## src/hw/gpio_pkg.sv

```systemverilog
// Contract
// - Port reads return live pin levels, never the output latches.
// - Reset sets every direction bit of both ports to one.
// - Ports are six bits wide; bits 7 and 6 read as zero.
// - Port B bit 3 is input only; its driver never enables.
// - Pins given to alternate functions read as zero.
// - Pull-ups and wake exist on B bits 0,1,3,4, enabled separately.
// - Bit 3 as external reset input: no pull-up, no wake.
// - Direction one floats the pin; zero drives the output latch.
// - Direction registers load only by direction-load, never read back.
// - Output latches hold until rewritten; inputs are not latched.
// - Config bit 7 low enables wake on change, high disables.
// - Config bit 6 low enables weak pull-ups, high disables.
// - Config bit 5 high makes C bit 5 the timer clock input.
// - Bit set/clear reads pins, changes one bit, writes whole port.
// - Status bit 7 is one after wake reset, zero otherwise; a status write also loads it.
// - Output pins get no pull-up and no wake whatever the config.
// - Writes land at cycle end; reads sample pins at cycle start.
package gpio_pkg;

    // ==========================================
    // Addresses and fields
    localparam logic [2:0] ADDR_STATUS = 3'h3;
    localparam logic [2:0] ADDR_PORT_B_DATA = 3'h6;
    localparam logic [2:0] ADDR_PORT_C_DATA = 3'h7;
    localparam int CFG_WAKE_BIT = 7;
    localparam int CFG_PULLUP_BIT = 6;
    localparam int CFG_TIMER_BIT = 5;
    localparam int STATUS_WAKE_BIT = 7;
    localparam int TIMER_PIN_BIT = 5;

    // ==========================================
    // Reset values and masks
    localparam logic [7:0] CFG_RESET = 8'hff;
    localparam logic [5:0] DIR_RESET = 6'h3f;
    localparam logic [5:0] WAKE_ELIGIBLE = 6'h1b;
    localparam logic [5:0] INPUT_ONLY_B = 6'h08;
    localparam logic [5:0] TIMER_PIN_C = 6'h20;

    // ==========================================
    // Core operations and instruction phases
    typedef enum logic [6:0] {
        OP_NONE = 7'h01,
        OP_READ = 7'h02,
        OP_WRITE = 7'h04,
        OP_BIT_SET = 7'h08,
        OP_BIT_CLEAR = 7'h10,
        OP_DIR_LOAD = 7'h20,
        OP_CFG_LOAD = 7'h40
    } op_e;

    typedef enum logic [3:0] {
        PH_Q1 = 4'h1,
        PH_Q2 = 4'h2,
        PH_Q3 = 4'h4,
        PH_Q4 = 4'h8
    } phase_e;

    typedef struct packed {
        op_e op;
        logic [2:0] addr;
        logic [2:0] bit_sel;
        logic [7:0] data;
    } core_req_s;

    typedef struct packed {
        logic [5:0] out;
        logic [5:0] oe;
    } pin_drive_s;

endpackage

```

## src/hw/dual_port_gpio_with_wake.sv

```systemverilog
`timescale 1ns/10ps
`default_nettype none

module dual_port_gpio_with_wake (
    input wire logic clock,
    input wire logic sys_rst,
    input wire gpio_pkg::core_req_s req,
    input wire logic reset_by_wake,
    input wire logic sleep,
    input wire logic [5:0] alt_mask_b,
    input wire logic [5:0] alt_mask_c,
    input wire logic [5:0] pin_in_b,
    input wire logic [5:0] pin_in_c,
    output gpio_pkg::pin_drive_s drive_b,
    output gpio_pkg::pin_drive_s drive_c,
    output logic [5:0] weak_pullup_b,
    output logic [7:0] rdata,
    output logic rvalid,
    output logic cycle_start,
    output logic wake_reset,
    output logic timer_clock_source_select,
    output logic timer_external_clock_pin
);

    // ==========================================
    // Instruction phase divider
    gpio_pkg::phase_e phase;
    gpio_pkg::phase_e next_phase;

    always_comb begin
        case (phase)
            gpio_pkg::PH_Q1: next_phase = gpio_pkg::PH_Q2;
            gpio_pkg::PH_Q2: next_phase = gpio_pkg::PH_Q3;
            gpio_pkg::PH_Q3: next_phase = gpio_pkg::PH_Q4;
            gpio_pkg::PH_Q4: next_phase = gpio_pkg::PH_Q1;
            default: next_phase = gpio_pkg::PH_Q1;
        endcase
    end

    always_ff @(posedge clock) begin
        if (sys_rst) begin
            phase <= gpio_pkg::PH_Q1;
        end else begin
            phase <= next_phase;
        end
    end

    wire at_q1 = (phase == gpio_pkg::PH_Q1);
    wire at_q2 = (phase == gpio_pkg::PH_Q2);
    wire at_q4 = (phase == gpio_pkg::PH_Q4);

    // ==========================================
    // Register state
    gpio_pkg::core_req_s cur;
    logic [5:0] latch_b;
    logic [5:0] latch_c;
    logic [5:0] port_b_direction;
    logic [5:0] port_c_direction;
    logic [7:0] pin_and_timer_config;
    logic [5:0] snap_b;
    logic [5:0] snap_c;
    logic [5:0] last_read_b;
    logic wake_reset_flag;

    // ==========================================
    // Decode
    wire is_b = (cur.addr == gpio_pkg::ADDR_PORT_B_DATA);
    wire is_c = (cur.addr == gpio_pkg::ADDR_PORT_C_DATA);
    wire is_status = (cur.addr == gpio_pkg::ADDR_STATUS);
    wire op_rd = (cur.op == gpio_pkg::OP_READ);
    wire op_wr = (cur.op == gpio_pkg::OP_WRITE);
    wire op_set = (cur.op == gpio_pkg::OP_BIT_SET);
    wire op_clr = (cur.op == gpio_pkg::OP_BIT_CLEAR);
    wire op_rmw = op_set || op_clr;
    wire req_reads = (req.op == gpio_pkg::OP_READ) ||
        (req.op == gpio_pkg::OP_BIT_SET) ||
        (req.op == gpio_pkg::OP_BIT_CLEAR);
    wire req_is_b = (req.addr == gpio_pkg::ADDR_PORT_B_DATA);

    // Alternate-function pins read as zero
    wire [5:0] live_b = pin_in_b & ~alt_mask_b;
    wire [5:0] live_c = pin_in_c & ~alt_mask_c;

    wire [5:0] snap_sel = is_b ? snap_b : snap_c;
    wire [7:0] status_view =
        {wake_reset_flag, 7'h00};
    wire [7:0] read_value = is_status ? status_view :
        {2'h0, snap_sel};

    // Bit set/clear rewrites every pin level, not the old latch
    wire [5:0] bit_mask = 6'(6'h01 << cur.bit_sel);
    wire [5:0] rmw_value = op_set ? (snap_sel | bit_mask) :
        (snap_sel & ~bit_mask);
    wire [5:0] write_value = op_rmw ? rmw_value : cur.data[5:0];
    wire port_write = (op_wr || op_rmw) && at_q4;

    wire dir_write = (cur.op == gpio_pkg::OP_DIR_LOAD) && at_q4;
    wire cfg_write = (cur.op == gpio_pkg::OP_CFG_LOAD) && at_q4;

    // ==========================================
    // Request capture and pin sampling at cycle start
    always_ff @(posedge clock) begin
        if (sys_rst) begin
            cur <= '{op: gpio_pkg::OP_NONE, default: '0};
            snap_b <= 6'h00;
            snap_c <= 6'h00;
        end else if (at_q1) begin
            cur <= req;
            snap_b <= live_b;
            snap_c <= live_c;
        end
    end

    // Last value seen by software on port B, reference for wake
    always_ff @(posedge clock) begin
        if (sys_rst) begin
            last_read_b <= 6'h00;
        end else if (at_q1 && req_reads && req_is_b) begin
            last_read_b <= live_b;
        end
    end

    // ==========================================
    // Read answer, one pulse per read-type instruction
    always_ff @(posedge clock) begin
        if (sys_rst) begin
            rdata <= 8'h00;
            rvalid <= 1'b0;
        end else begin
            rvalid <= at_q2 && (op_rd || op_rmw);
            if (at_q2 && (op_rd || op_rmw)) begin
                rdata <= read_value;
            end
        end
    end

    // ==========================================
    // Output latches: cleared to zero by reset
    always_ff @(posedge clock) begin
        if (sys_rst) begin
            latch_b <= 6'h00;
            latch_c <= 6'h00;
        end else if (port_write && is_b) begin
            latch_b <= write_value;
        end else if (port_write && is_c) begin
            latch_c <= write_value;
        end
    end

    // ==========================================
    // Direction and configuration: write-only
    always_ff @(posedge clock) begin
        if (sys_rst) begin
            port_b_direction <= gpio_pkg::DIR_RESET;
            port_c_direction <= gpio_pkg::DIR_RESET;
            pin_and_timer_config <= gpio_pkg::CFG_RESET;
        end else begin
            if (dir_write && is_b) begin
                port_b_direction <= cur.data[5:0];
            end
            if (dir_write && is_c) begin
                port_c_direction <= cur.data[5:0];
            end
            if (cfg_write) begin
                pin_and_timer_config <= cur.data;
            end
        end
    end

    // Status bit 7 is caught from the reset cause during reset
    always_ff @(posedge clock) begin
        if (sys_rst) begin
            wake_reset_flag <= reset_by_wake;
        end else if (op_wr && is_status && at_q4) begin
            wake_reset_flag <= cur.data[gpio_pkg::STATUS_WAKE_BIT];
        end
    end

    // ==========================================
    // Pin drivers, pull-ups and wake
    wire timer_sel = pin_and_timer_config[gpio_pkg::CFG_TIMER_BIT];
    wire pullup_on = ~pin_and_timer_config[gpio_pkg::CFG_PULLUP_BIT];
    wire wake_on = ~pin_and_timer_config[gpio_pkg::CFG_WAKE_BIT];

    // Bit 3 as external reset drops out of both shared functions
    wire [5:0] ext_reset_pin = alt_mask_b & gpio_pkg::INPUT_ONLY_B;
    wire [5:0] eligible_b = gpio_pkg::WAKE_ELIGIBLE &
        port_b_direction & ~ext_reset_pin;

    wire [5:0] next_oe_b = ~port_b_direction &
        ~gpio_pkg::INPUT_ONLY_B;
    wire [5:0] next_oe_c = ~port_c_direction &
        ~(timer_sel ? gpio_pkg::TIMER_PIN_C : 6'h00);
    wire [5:0] next_pullup = pullup_on ? eligible_b : 6'h00;
    wire [5:0] changed_b = (pin_in_b ^ last_read_b) & eligible_b;
    wire next_wake = sleep && wake_on && (|changed_b);

    always_ff @(posedge clock) begin
        if (sys_rst) begin
            drive_b <= '0;
            drive_c <= '0;
            weak_pullup_b <= 6'h00;
            wake_reset <= 1'b0;
            timer_clock_source_select <= 1'b1;
            timer_external_clock_pin <= 1'b0;
            cycle_start <= 1'b0;
        end else begin
            drive_b <= '{out: latch_b, oe: next_oe_b};
            drive_c <= '{out: latch_c, oe: next_oe_c};
            weak_pullup_b <= next_pullup;
            // Held until the reset it asks for arrives
            wake_reset <= wake_reset || next_wake;
            timer_clock_source_select <= timer_sel;
            timer_external_clock_pin <=
                pin_in_c[gpio_pkg::TIMER_PIN_BIT];
            cycle_start <= at_q1;
        end
    end

    logic past_rst;
    always_ff @(posedge clock) begin
        past_rst <= sys_rst;
    end
endmodule

`default_nettype wire

```

## config.mk

```make
export PLATFORM = sky130hd
export DESIGN_NAME = dual_port_gpio_with_wake
export DESIGN_NICKNAME = d
export VERILOG_FILES = /design/src/hw/gpio_pkg.sv /design/src/hw/dual_port_gpio_with_wake.sv
export SDC_FILE = /design/constraint.sdc
export NUM_CORES = 1
export LEC_CHECK = 0
export ABC_CLOCK_PERIOD_IN_PS = 2500
export BUFFER_PORTS_ARGS = -buffer_cell sky130_fd_sc_hd__buf_4
export CAP_MARGIN = 20
export CELL_PAD_IN_SITES_DETAIL_PLACEMENT = 2
export CELL_PAD_IN_SITES_GLOBAL_PLACEMENT = 2
export CORE_MARGIN = 2
export CORE_UTILIZATION = 29
export DETAILED_ROUTE_END_ITERATION = 10
export GPL_TIMING_DRIVEN = 0
export PLACE_DENSITY_LB_ADDON = 0.25
export SYNTH_ARGS = -nofsm -noshare
export SYNTH_HDL_FRONTEND = slang
export SYNTH_SLANG_ARGS = --single-unit
export TNS_END_PERCENT = 1
```

## constraint.sdc

```tcl
create_clock -name clock -period 2.5 [get_ports clock]
set_input_delay 0.5 -clock clock [delete_from_list [all_inputs] [get_ports clock]]
set_output_delay 0.5 -clock clock [all_outputs]
set_load 0.02 [all_outputs]
```

==> flow_metrics.py, run 1 <==
metrics = {
    "worst_setup_path": {
        "timing.rr.start": "cur[12]",
        "ff2ff_setup_slack_ps": 160,
        "cp-start-kind": "flop",
        "rr_worst_depth": 5,
        "criticalPathCategory": "reg2reg",
        "cp_data_arrival_time_ps": 2600,
        "cp_max_fo": 10,
        "worst_setup_path_end_kind": "flop",
        "worstReg2RegEnd": "port_b_direction[2]",
        "worstPathRequired_ps": 2760,
    },
    "routing": {
        "wire_per_inst_um": 17.8,
        "firstDrtPassIters": 4,
        "drt_wl_total_um": 13100,
        "postRouteAntennaNets": 0,
        "drt_iter0_markers": 113,
        "routed-via-count": 3617,
        "drcViolationCount": 0,
        "via_per_inst": 4.89,
    },
    "clock_tree": {
        "htree_levels": 3,
        "cts_setup_buffers": 0,
        "clock_latency_ps": 350,
        "cts_max_path_buffers": 2,
        "cts_tree": "built",
        "clk_pin_slew_ps": 70,
        "cts_buffers": 9,
        "cts_root_buffer": "clkbuf_16",
        "cts.sinks": 107,
    },
    "run": {
        "drv_cap": 0,
    },
    "logic_synthesis": {
        "syn-instance-count": 452,
        "synth_top_area_cell": "dfxtp_1",
        "yosysWarningCount": 0,
        "synth_area_leaders": "dfxtp_1 51%, a21oi_1 6.7%, nand2_1 5.4%",
        "synthDistinctLibCells": 50,
        "yosysTopAreaCellShare_pct": 51.3,
        "ys_seq_elements": 107,
        "syn_area_per_cell_um2": 9.15,
        "synth_area_mm2": 0.00414,
        "yosysSeqAreaShare_pct": 52.0,
    },
    "power": {
        "clock_power_share_pct": 35.2,
        "p_leak_nw": 2.05,
        "power_density_mw_per_mm2": 772,
        "combinationalPowerShare_pct": 19.2,
        "total_power_mw": 4.13,
        "p_int_mw": 2.90,
        "p_switching_mw": 1.23,
        "seqPwrFrac_pct": 45.6,
        "p_sw_share_pct": 29.7,
        "ir_worst_vdd_v": 0.000348,
    },
    "floorplan": {
        "fp.coreArea_mm2": 0.0139,
        "die_x_um": 123,
        "boundaryPins": 92,
        "die_h_um": 123,
        "dieArea_mm2": 0.0152,
        "rows": 43,
        "initial_core_util_pct": 29.8,
    },
    "finish": {
        "final_cell_area_mm2": 0.00536,
        "fin_nets": 603,
        "drive_gt1_share_pct": 21.1,
        "final_util_pct": 38.6,
        "area_growth_pct": 29.5,
        "diodes": 0,
    },
    "sta": {
        "fmaxAchievable_ghz": 0.428,
        "slew_viol_final": 0,
        "hold_viol_final": 0,
        "tightest_slew_ps": 849,
        "fin_crit_sh_pct": 93.4,
        "worst_slack_ps": 164,
        "rsz0062_at_grt": "true",
        "whs_ps": 372,
        "setup_viol": 0,
        "skew_ps": 10.0,
        "layout_min_cycle_time_ps": 2340,
        "slew_headroom_pct": 43.0,
    },
    "worst_hold_path": {
        "hold_path_class": "in2reg",
        "hold-path-endpoint": "timer_external_clock_pin",
        "hold_start": "pin_in_c[5]",
        "hold_path_depth": 2,
    },
    "placement": {
        "dpl_worst_slack_ps": 131,
        "dpl.hpwl_um": 10200,
        "placed_area_mm2": 0.00504,
        "port_buffers": 87,
        "gp_congestion": 0.815,
    },
    "outcome": {
        "status": "finished, final reports clean",
    },
    "global_routing": {
        "grt_pass1_wl_um": 20700,
        "grt_start_max_net_pins": 17,
        "overflow": 0,
        "grt_usage_pct": 18.2,
        "antenna_found_initial": 0,
        "grt_pass1_vias": 3843,
    },
}
-- critical path, cell delays in order (launching register included) --
cell and delay, ps:
dfxtp_1 310, clkbuf_1 310, nand3b_1 300, clkbuf_1 350, nor3_2 670, mux2i_1 300
-- layer usage --
layer	track usage, %	part of all wire, %	wire length (um)
met5	0	0	0
met4	5.18	1.3	174
met3	3.97	3.4	450
met2	30.9	49	6450
met1	23.2	46	6050
-- state kept, by name, indices dropped and copies added (netlist names) --
| name | flops |
|---|---|
| latch_b | 6 |
| snap_c | 6 |
| cur | 21 |
| port_c_direction | 6 |
| drive_c | 12 |
| wake_reset | 1 |
| rvalid | 1 |
| weak_pullup_b | 4 |
| latch_c | 6 |
| drive_b | 11 |
| rdata | 7 |
| timer_external_clock_pin | 1 |
| wake_reset_flag | 1 |
| pin_and_timer_config | 3 |
| port_b_direction | 6 |
| timer_clock_source_select | 1 |
| snap_b | 6 |
| last_read_b | 4 |
| phase | 4 |
-- worst max-delay path by stage --
| stage | from | endpoint | cells after the start |
|---|---|---|---|
| 3_3_place_gp | phase[1] | last_read_b[1] | 4 |
| 3_5_place_dp | cur[12] | latch_b[5] | 6 |
| 6_report | cur[12] | port_b_direction[2] | 5 |
| 2_1_floorplan | cur[20] | latch_b[0] | 6 |
| 5_1_grt | cur[12] | port_b_direction[2] | 5 |
| 4_1_cts | cur[12] | latch_b[3] | 6 |
-- cells by family after synthesis --
family                 count (synthesis)  share of synthesized area (%)
other                                  1                         0.0907
AO/OA/AOI/OAI                        111                           16.9
AND/OR/NAND/NOR                      175                           22.5
flip-flops                           107                           52.0
XOR/XNOR                               8                           1.69
multiplexers                          12                           2.90
buffers and inverters                 38                           3.90
-- power by group through the flow --
stage | clock network [mW] | logic [mW] | registers [mW]
floorplan | 0 | 0.489 | 1.89
global placement | 0 | 0.755 | 1.92
detailed placement | 0 | 0.802 | 1.92
CTS | 1.50 | 0.807 | 1.88
global route | 1.57 | 0.891 | 1.90
finish | 1.45 | 0.795 | 1.88
-- cells in the mapped netlist (all sizes together) --
library cell / number
dfxtp: 106
nand2: 60
a21oi: 55
nor2: 30
clkbuf: 23
nor2b: 21
a211oi: 15
mux2i: 12
nand3b: 10
buf: 9
o21ai: 9
nand3: 7
nor3: 7
and2: 6
and3: 6
and4b: 6
inv: 6
o2bb2ai: 6
o31a: 6
o31ai: 6
xor2: 6
a211o: 4
nor3b: 4
nor4b: 4
a221oi: 3
nand4: 2
o21a: 2
or2: 2
or4: 2
or4b: 2
xnor2: 2
a22oi: 1
a31oi: 1
a32o: 1
a32oi: 1
and4: 1
conb: 1
edfxtp: 1
nand2b: 1
nand4b: 1
nor4: 1
o21bai: 1
or3: 1
or3b: 1
-- placed cells by master, fill, tap and decap left out, types with 7 or more instances in the layout --
| master | instances |
|---|---|
| nand3_1 | 7 |
| nor2b_1 | 21 |
| dfxtp_1 | 106 |
| mux2i_1 | 12 |
| o21ai_0 | 9 |
| nor2_1 | 30 |
| clkbuf_1 | 23 |
| a211oi_1 | 15 |
| nand3b_1 | 10 |
| buf_4 | 92 |
| nand2_1 | 60 |
| clkbuf_16 | 9 |
| a21oi_1 | 55 |
-- layout make-up --
type	count	area (um^2)
plain buffers	32	139
clock buffers	12	256
clock inverters	4	48.8
fillers	1554	8530
inverters	6	22.5
multi-input cells	310	1850
flip-flops and latches	107	2150
well taps	180	225
repair buffers	88	661
-- through the flow --
step / TNS, ps / cells
detailed placement: 0 / 723
global placement: -18330 / 722
CTS: 0 / 739
finish: 0 / 739
global route: -2.03 / 739
floorplan: 0 / 455
-- timing repair --
item,4_1_cts,5_1_grt
setup endpoints to repair,0,6
hold buffers,0,0
gates resized for setup,0,2
Note: power is estimated with default switching activity, not from simulation.
==> inputs of run 2 (changes only) <==
--- a/config.mk
+++ b/config.mk
@@ -10,6 +10,7 @@
 export CAP_MARGIN = 20
 export CELL_PAD_IN_SITES_DETAIL_PLACEMENT = 2
 export CELL_PAD_IN_SITES_GLOBAL_PLACEMENT = 2
+export CORE_ASPECT_RATIO = 0.7
 export CORE_MARGIN = 2
 export CORE_UTILIZATION = 29
 export DETAILED_ROUTE_END_ITERATION = 10
==> run 2 against run 1 <==
Compared with the run above:
- critical path depth fell by 1
- worst setup slack got worse by 25 ps
- core utilization is 0.12 points lower
- largest power group unchanged
==> flow_metrics.py, run 2 (synthesis gave the netlist of run 1 again) <==
metrics = {
    "global_routing": {
        "grt_pass1_wl_um": 22200,
        "met2_usage_pct": 28.8,
        "antenna_found_initial": 0,
        "use_met1_pct": 26.8,
        "grt_usage_pct": 18.6,
        "gr-max-usage-layer": "met2",
        "grt_pass1_vias": 4015,
        "grt_start_max_net_pins": 20,
        "overflow": 0,
        "grt_use_met3_pct": 3.86,
    },
    "worst_setup_path": {
        "crit_chain": "or4b_1 -> or2_1 -> nor3b_1 -> a211oi_1",
        "criticalPathCategory": "reg2reg",
        "cp-start-kind": "flop",
        "critPathMaxStageDelay_ps": 730,
        "cp_top_family": "simple AND/OR/NAND/NOR gates",
        "worst_setup_path_end_kind": "flop",
        "crit_slowest_cell": "nor3b_1",
        "cp_data_arrival_time_ps": 2560,
        "cp_max_fo": 6,
        "path_buf_inv": 0,
        "worstPathRequired_ps": 2700,
    },
    "floorplan": {
        "fp.coreArea_mm2": 0.0139,
        "dieArea_mm2": 0.0152,
        "initial_core_util_pct": 29.7,
        "die_x_um": 147,
        "rows": 36,
        "die_h_um": 104,
        "boundaryPins": 92,
    },
    "sta": {
        "fmaxAchievable_ghz": 0.424,
        "worst_slack_ps": 139,
        "slew_viol_final": 0,
        "setup_viol": 0,
        "rsz0062_at_grt": "false",
        "slew_headroom_pct": 39.0,
        "skew_ps": 4.00,
        "layout_min_cycle_time_ps": 2360,
        "hold_viol_final": 0,
        "tightest_slew_ps": 910,
        "fin_crit_sh_pct": 94.4,
    },
    "power": {
        "ir_worst_vdd_v": 0.000282,
        "seqPwrFrac_pct": 46.4,
        "power_density_mw_per_mm2": 761,
        "p_leak_nw": 2.04,
        "p_switching_mw": 1.31,
        "p_sw_share_pct": 32.1,
        "clock_power_share_pct": 33.7,
        "p_int_mw": 2.77,
        "combinationalPowerShare_pct": 20.0,
    },
    "finish": {
        "fin_nets": 603,
        "diodes": 0,
        "final_common_cell": "dfxtp_1",
        "final_cell_mix": "106 x dfxtp_1, 92 x buf_4, 60 x nand2_1",
        "largestRegisters": "cur x21, drive_c x12, drive_b x11",
        "largest_reg_flops": 21,
        "area_growth_pct": 29.4,
        "drive_gt1_share_pct": 21.5,
        "multiInputGateArea_mm2": 0.00185,
        "top_register": "cur",
        "stdcell_count": 749,
        "final_util_pct": 38.5,
        "fillCellCount": 1536,
        "regArea_mm2": 0.00215,
    },
    "placement": {
        "port_buffers": 87,
        "dpl_worst_slack_ps": 139,
        "dpl.hpwl_um": 10800,
        "place_inst": 733,
        "gp_congestion": 0.835,
    },
    "routing": {
        "drcViolationCount": 0,
        "drt_wl_total_um": 13800,
        "wire_per_inst_um": 18.4,
        "firstDrtPassIters": 4,
        "routed-via-count": 3632,
        "via_per_inst": 4.85,
        "drt_iter0_markers": 119,
        "postRouteAntennaNets": 0,
    },
    "worst_hold_path": {
        "hold_path_class": "in2reg",
    },
    "run": {
        "drv_cap": 0,
    },
    "clock_tree": {
        "cts_max_path_buffers": 2,
        "clk_pin_slew_ps": 80,
        "cts_root_buffer": "clkbuf_16",
        "cts_buffers": 9,
        "cts.sinks": 107,
        "clock_latency_ps": 350,
        "htree_levels": 3,
        "cts_tree": "built",
        "hold_buffers": 0,
    },
    "outcome": {
        "status": "finished, final reports clean",
    },
}
## run 2: path summary, 6_finish.rpt
path,start,endpoint,slack [ps],cells after the start
max,phase[3],latch_c[1],140,4
min,pin_in_c[5],timer_external_clock_pin,380,2
max reg2reg,phase[3],latch_c[1],140,4
min reg2reg,port_c_direction[0],drive_c[0],400,1
## run 2: timing repair
| item | 4_1_cts | 5_1_grt |
|---|---|---|
| setup endpoints to repair | 0 | 8 |
| buffers inserted | 0 | 0 |
| endpoints found under the hold margin | 0 | 0 |
| resized for setup | 0 | 4 |
## run 2: worst reg2reg max path: stages, from the launching register on
cell	delay (ps)
dfxtp_1	460
or4b_1	530
or2_1	300
nor3b_1	730
a211oi_1	200
## run 2: layout make-up
class | instances | area share, %
sequential | 107 | 40.2
multi-input combinational | 310 | 34.6
timing repair buffer | 88 | 12.3
tap | 190 | 4.44
clock buffer | 9 | 4.21
buffer | 32 | 2.62
clock inverter | 7 | 1.19
inverter | 6 | 0.421
## run 2: power groups by stage
stage	Combinational [mW]	Clock, mW	Sequential, mW
floorplan	0.489	0	1.89
global placement	0.771	0	1.92
detailed placement	0.807	0	1.93
CTS	0.814	1.42	1.89
global route	0.909	1.50	1.90
finish	0.814	1.37	1.89
## run 2: metal layers
metal / part of all wire [%] / routed length (um)
met4: 0.52 / 72
met2: 45 / 6150
met1: 51 / 6970
met5: 0 / 0
met3: 4.3 / 595
## run 2: metrics by stage
stage / hold WS (ps) / setup TNS [ps] / instance area [um^2] / power [mW]
after floorplan: 379 / 0 / 4150 / 2.38
after global placement: 390 / -20270 / 5040 / 2.69
after detailed placement: 393 / 0 / 5050 / 2.73
after CTS: 366 / 0 / 5340 / 4.12
after global routing: 372 / 0 / 5350 / 4.30
final: 377 / 0 / 5350 / 4.07
==> inputs of run 3 (changes only) <==
--- a/config.mk
+++ b/config.mk
@@ -10,7 +10,7 @@
 export CAP_MARGIN = 20
 export CELL_PAD_IN_SITES_DETAIL_PLACEMENT = 2
 export CELL_PAD_IN_SITES_GLOBAL_PLACEMENT = 2
-export CORE_ASPECT_RATIO = 0.7
+export CORE_ASPECT_RATIO = 0.5
 export CORE_MARGIN = 2
 export CORE_UTILIZATION = 29
 export DETAILED_ROUTE_END_ITERATION = 10
==> run 3 against run 2 <==
Compared with the run above:
- sequential cell count stayed put
- final area hardly changed
- power is 0.59% higher
- routed wire length is 2.9% lower
- combinational power is 0.7% lower
- sequential power hardly changed
- maximum frequency is 0.82% lower
- non-clock buffer count stayed put
- clock power hardly changed
- die area is 0.28% higher
- critical path depth is 2 higher
==> flow_metrics.py, run 3 (synthesis gave the netlist of run 1 again) <==
metrics = {
    "clock_tree": {
        "clock_latency_ps": 350,
        "cts_max_path_buffers": 2,
        "cts_buffers": 9,
        "cts.sinks": 107,
        "clk_pin_slew_ps": 70,
        "cts_setup_buffers": 0,
        "cts_tree": "built",
        "cts_root_buffer": "clkbuf_16",
        "htree_levels": 3,
    },
    "floorplan": {
        "initial_core_util_pct": 30.1,
        "die_x_um": 173,
        "die_h_um": 88.5,
        "boundaryPins": 92,
        "fp.coreArea_mm2": 0.0137,
        "dieArea_mm2": 0.0153,
        "rows": 30,
    },
    "placement": {
        "gp_congestion": 0.824,
        "port_buffers": 87,
        "place_inst": 735,
        "dpl.hpwl_um": 10400,
        "dpl_worst_slack_ps": 126,
    },
    "sta": {
        "tightest_slew_ps": 779,
        "hold_viol_final": 0,
        "skew_ps": 9.88,
        "fin_crit_sh_pct": 95.2,
        "slew_headroom_pct": 48.0,
        "worst_slack_ps": 119,
        "layout_min_cycle_time_ps": 2380,
        "rsz0062_at_grt": "true",
        "fmaxAchievable_ghz": 0.420,
        "slew_viol_final": 0,
        "setup_viol": 0,
    },
    "power": {
        "ir_worst_vdd_v": 0.000324,
        "power_density_mw_per_mm2": 765,
        "p_leak_nw": 2.05,
        "total_power_mw": 4.10,
    },
    "finish": {
        "drive_gt1_share_pct": 21.1,
        "area_growth_pct": 29.5,
        "largestRegisters": "cur x21, drive_c x12, drive_b x11",
        "fillCellCount": 1579,
        "largest_reg_flops": 21,
        "multiInputGateArea_mm2": 0.00185,
        "final_util_pct": 39.0,
        "top_register": "cur",
        "final_common_cell": "dfxtp_1",
        "final_cell_mix": "106 x dfxtp_1, 92 x buf_4, 60 x nand2_1",
        "fin_nets": 603,
        "stdcell_count": 751,
        "diodes": 0,
        "regArea_mm2": 0.00215,
    },
    "global_routing": {
        "grt_start_max_net_pins": 21,
        "grt_pass1_vias": 3802,
        "grt_pass1_wl_um": 21000,
        "grt_usage_pct": 18.1,
        "overflow": 0,
        "antenna_found_initial": 0,
    },
    "routing": {
        "routed-via-count": 3648,
        "drcViolationCount": 0,
        "via_per_inst": 4.86,
        "postRouteAntennaNets": 0,
        "drt_iter0_markers": 179,
        "drt_wl_total_um": 13400,
        "firstDrtPassIters": 4,
        "wire_per_inst_um": 17.8,
    },
    "worst_setup_path": {
        "criticalPathCategory": "reg2reg",
        "cp-start-kind": "flop",
        "worstPathRequired_ps": 2760,
        "cp_data_arrival_time_ps": 2640,
        "cp_max_fo": 10,
        "worst_setup_path_end_kind": "flop",
    },
    "outcome": {
        "status": "finished, final reports clean",
    },
    "worst_hold_path": {
        "hold_path_class": "in2reg",
    },
    "run": {
        "drv_cap": 0,
    },
}
[run 3: cell count changes in the layout (fill, tap and decap cells not counted), sizes merged]
cell and change:
clkinvlp -1, inv +1
[run 3: area by class of cell]
type                            count  share of cell area, %
Clock inverter                      7                   1.31
Tap cell                          192                   4.49
Buffer                             32                   2.59
Inverter                            6                  0.421
Multi-Input combinational cell    310                   34.5
Sequential cell                   107                   40.2
Clock buffer                        9                   4.21
Timing Repair Buffer               88                   12.3
[run 3: worst paths after layout]
kind         slack (ps)    endpoint           startpoint  depth (start not counted)
max                 120  latch_b[1]              cur[11]                          6
min                 380    phase[2]              sys_rst                          2
max reg2reg         120  latch_b[1]              cur[11]                          6
min reg2reg         400  drive_c[2]  port_c_direction[2]                          1
[run 3: worst max-delay path, cell delays in order, from the launching register on]
cell	delay (ps)
dfxtp_1	310
clkbuf_1	330
nand3b_1	300
clkbuf_1	490
a211oi_1	230
o31a_1	380
a211oi_1	250
[run 3: metal layers]
metal / vias to the layer above / share of wire [%] / GRT usage, % / wire length, um
met5: - / 0 / 0 / 0
met4: 0 / 1.2 / 5.24 / 161
li1: 1786 / - / - / -
met3: 11 / 3.9 / 3.52 / 518
met2: 64 / 45 / 30.4 / 6050
met1: 1787 / 50 / 24.1 / 6660
[run 3: power by group]
| group | total (mW) | switching, mW | internal (mW) |
|---|---|---|---|
| clock | 1.40 | 0.699 | 0.705 |
| sequential | 1.89 | 0.0887 | 1.80 |
| combinational | 0.808 | 0.533 | 0.275 |
| total | 4.10 | 1.32 | 2.78 |
[run 3: metrics by stage]
step                TNS, ps  hold WS (ps)  cell area (um^2)
floorplan                 0           379              4150
global placement      -9520           389              5040
detailed placement        0           394              5050
CTS                       0           368              5350
global route          -36.5           374              5360
finish                    0           378              5360
[run 3: repair_timing]
action                                  in CTS  in global routing
gates resized for setup                      0                  1
hold buffers                                 0                  0
endpoints found under the setup margin       0                  6
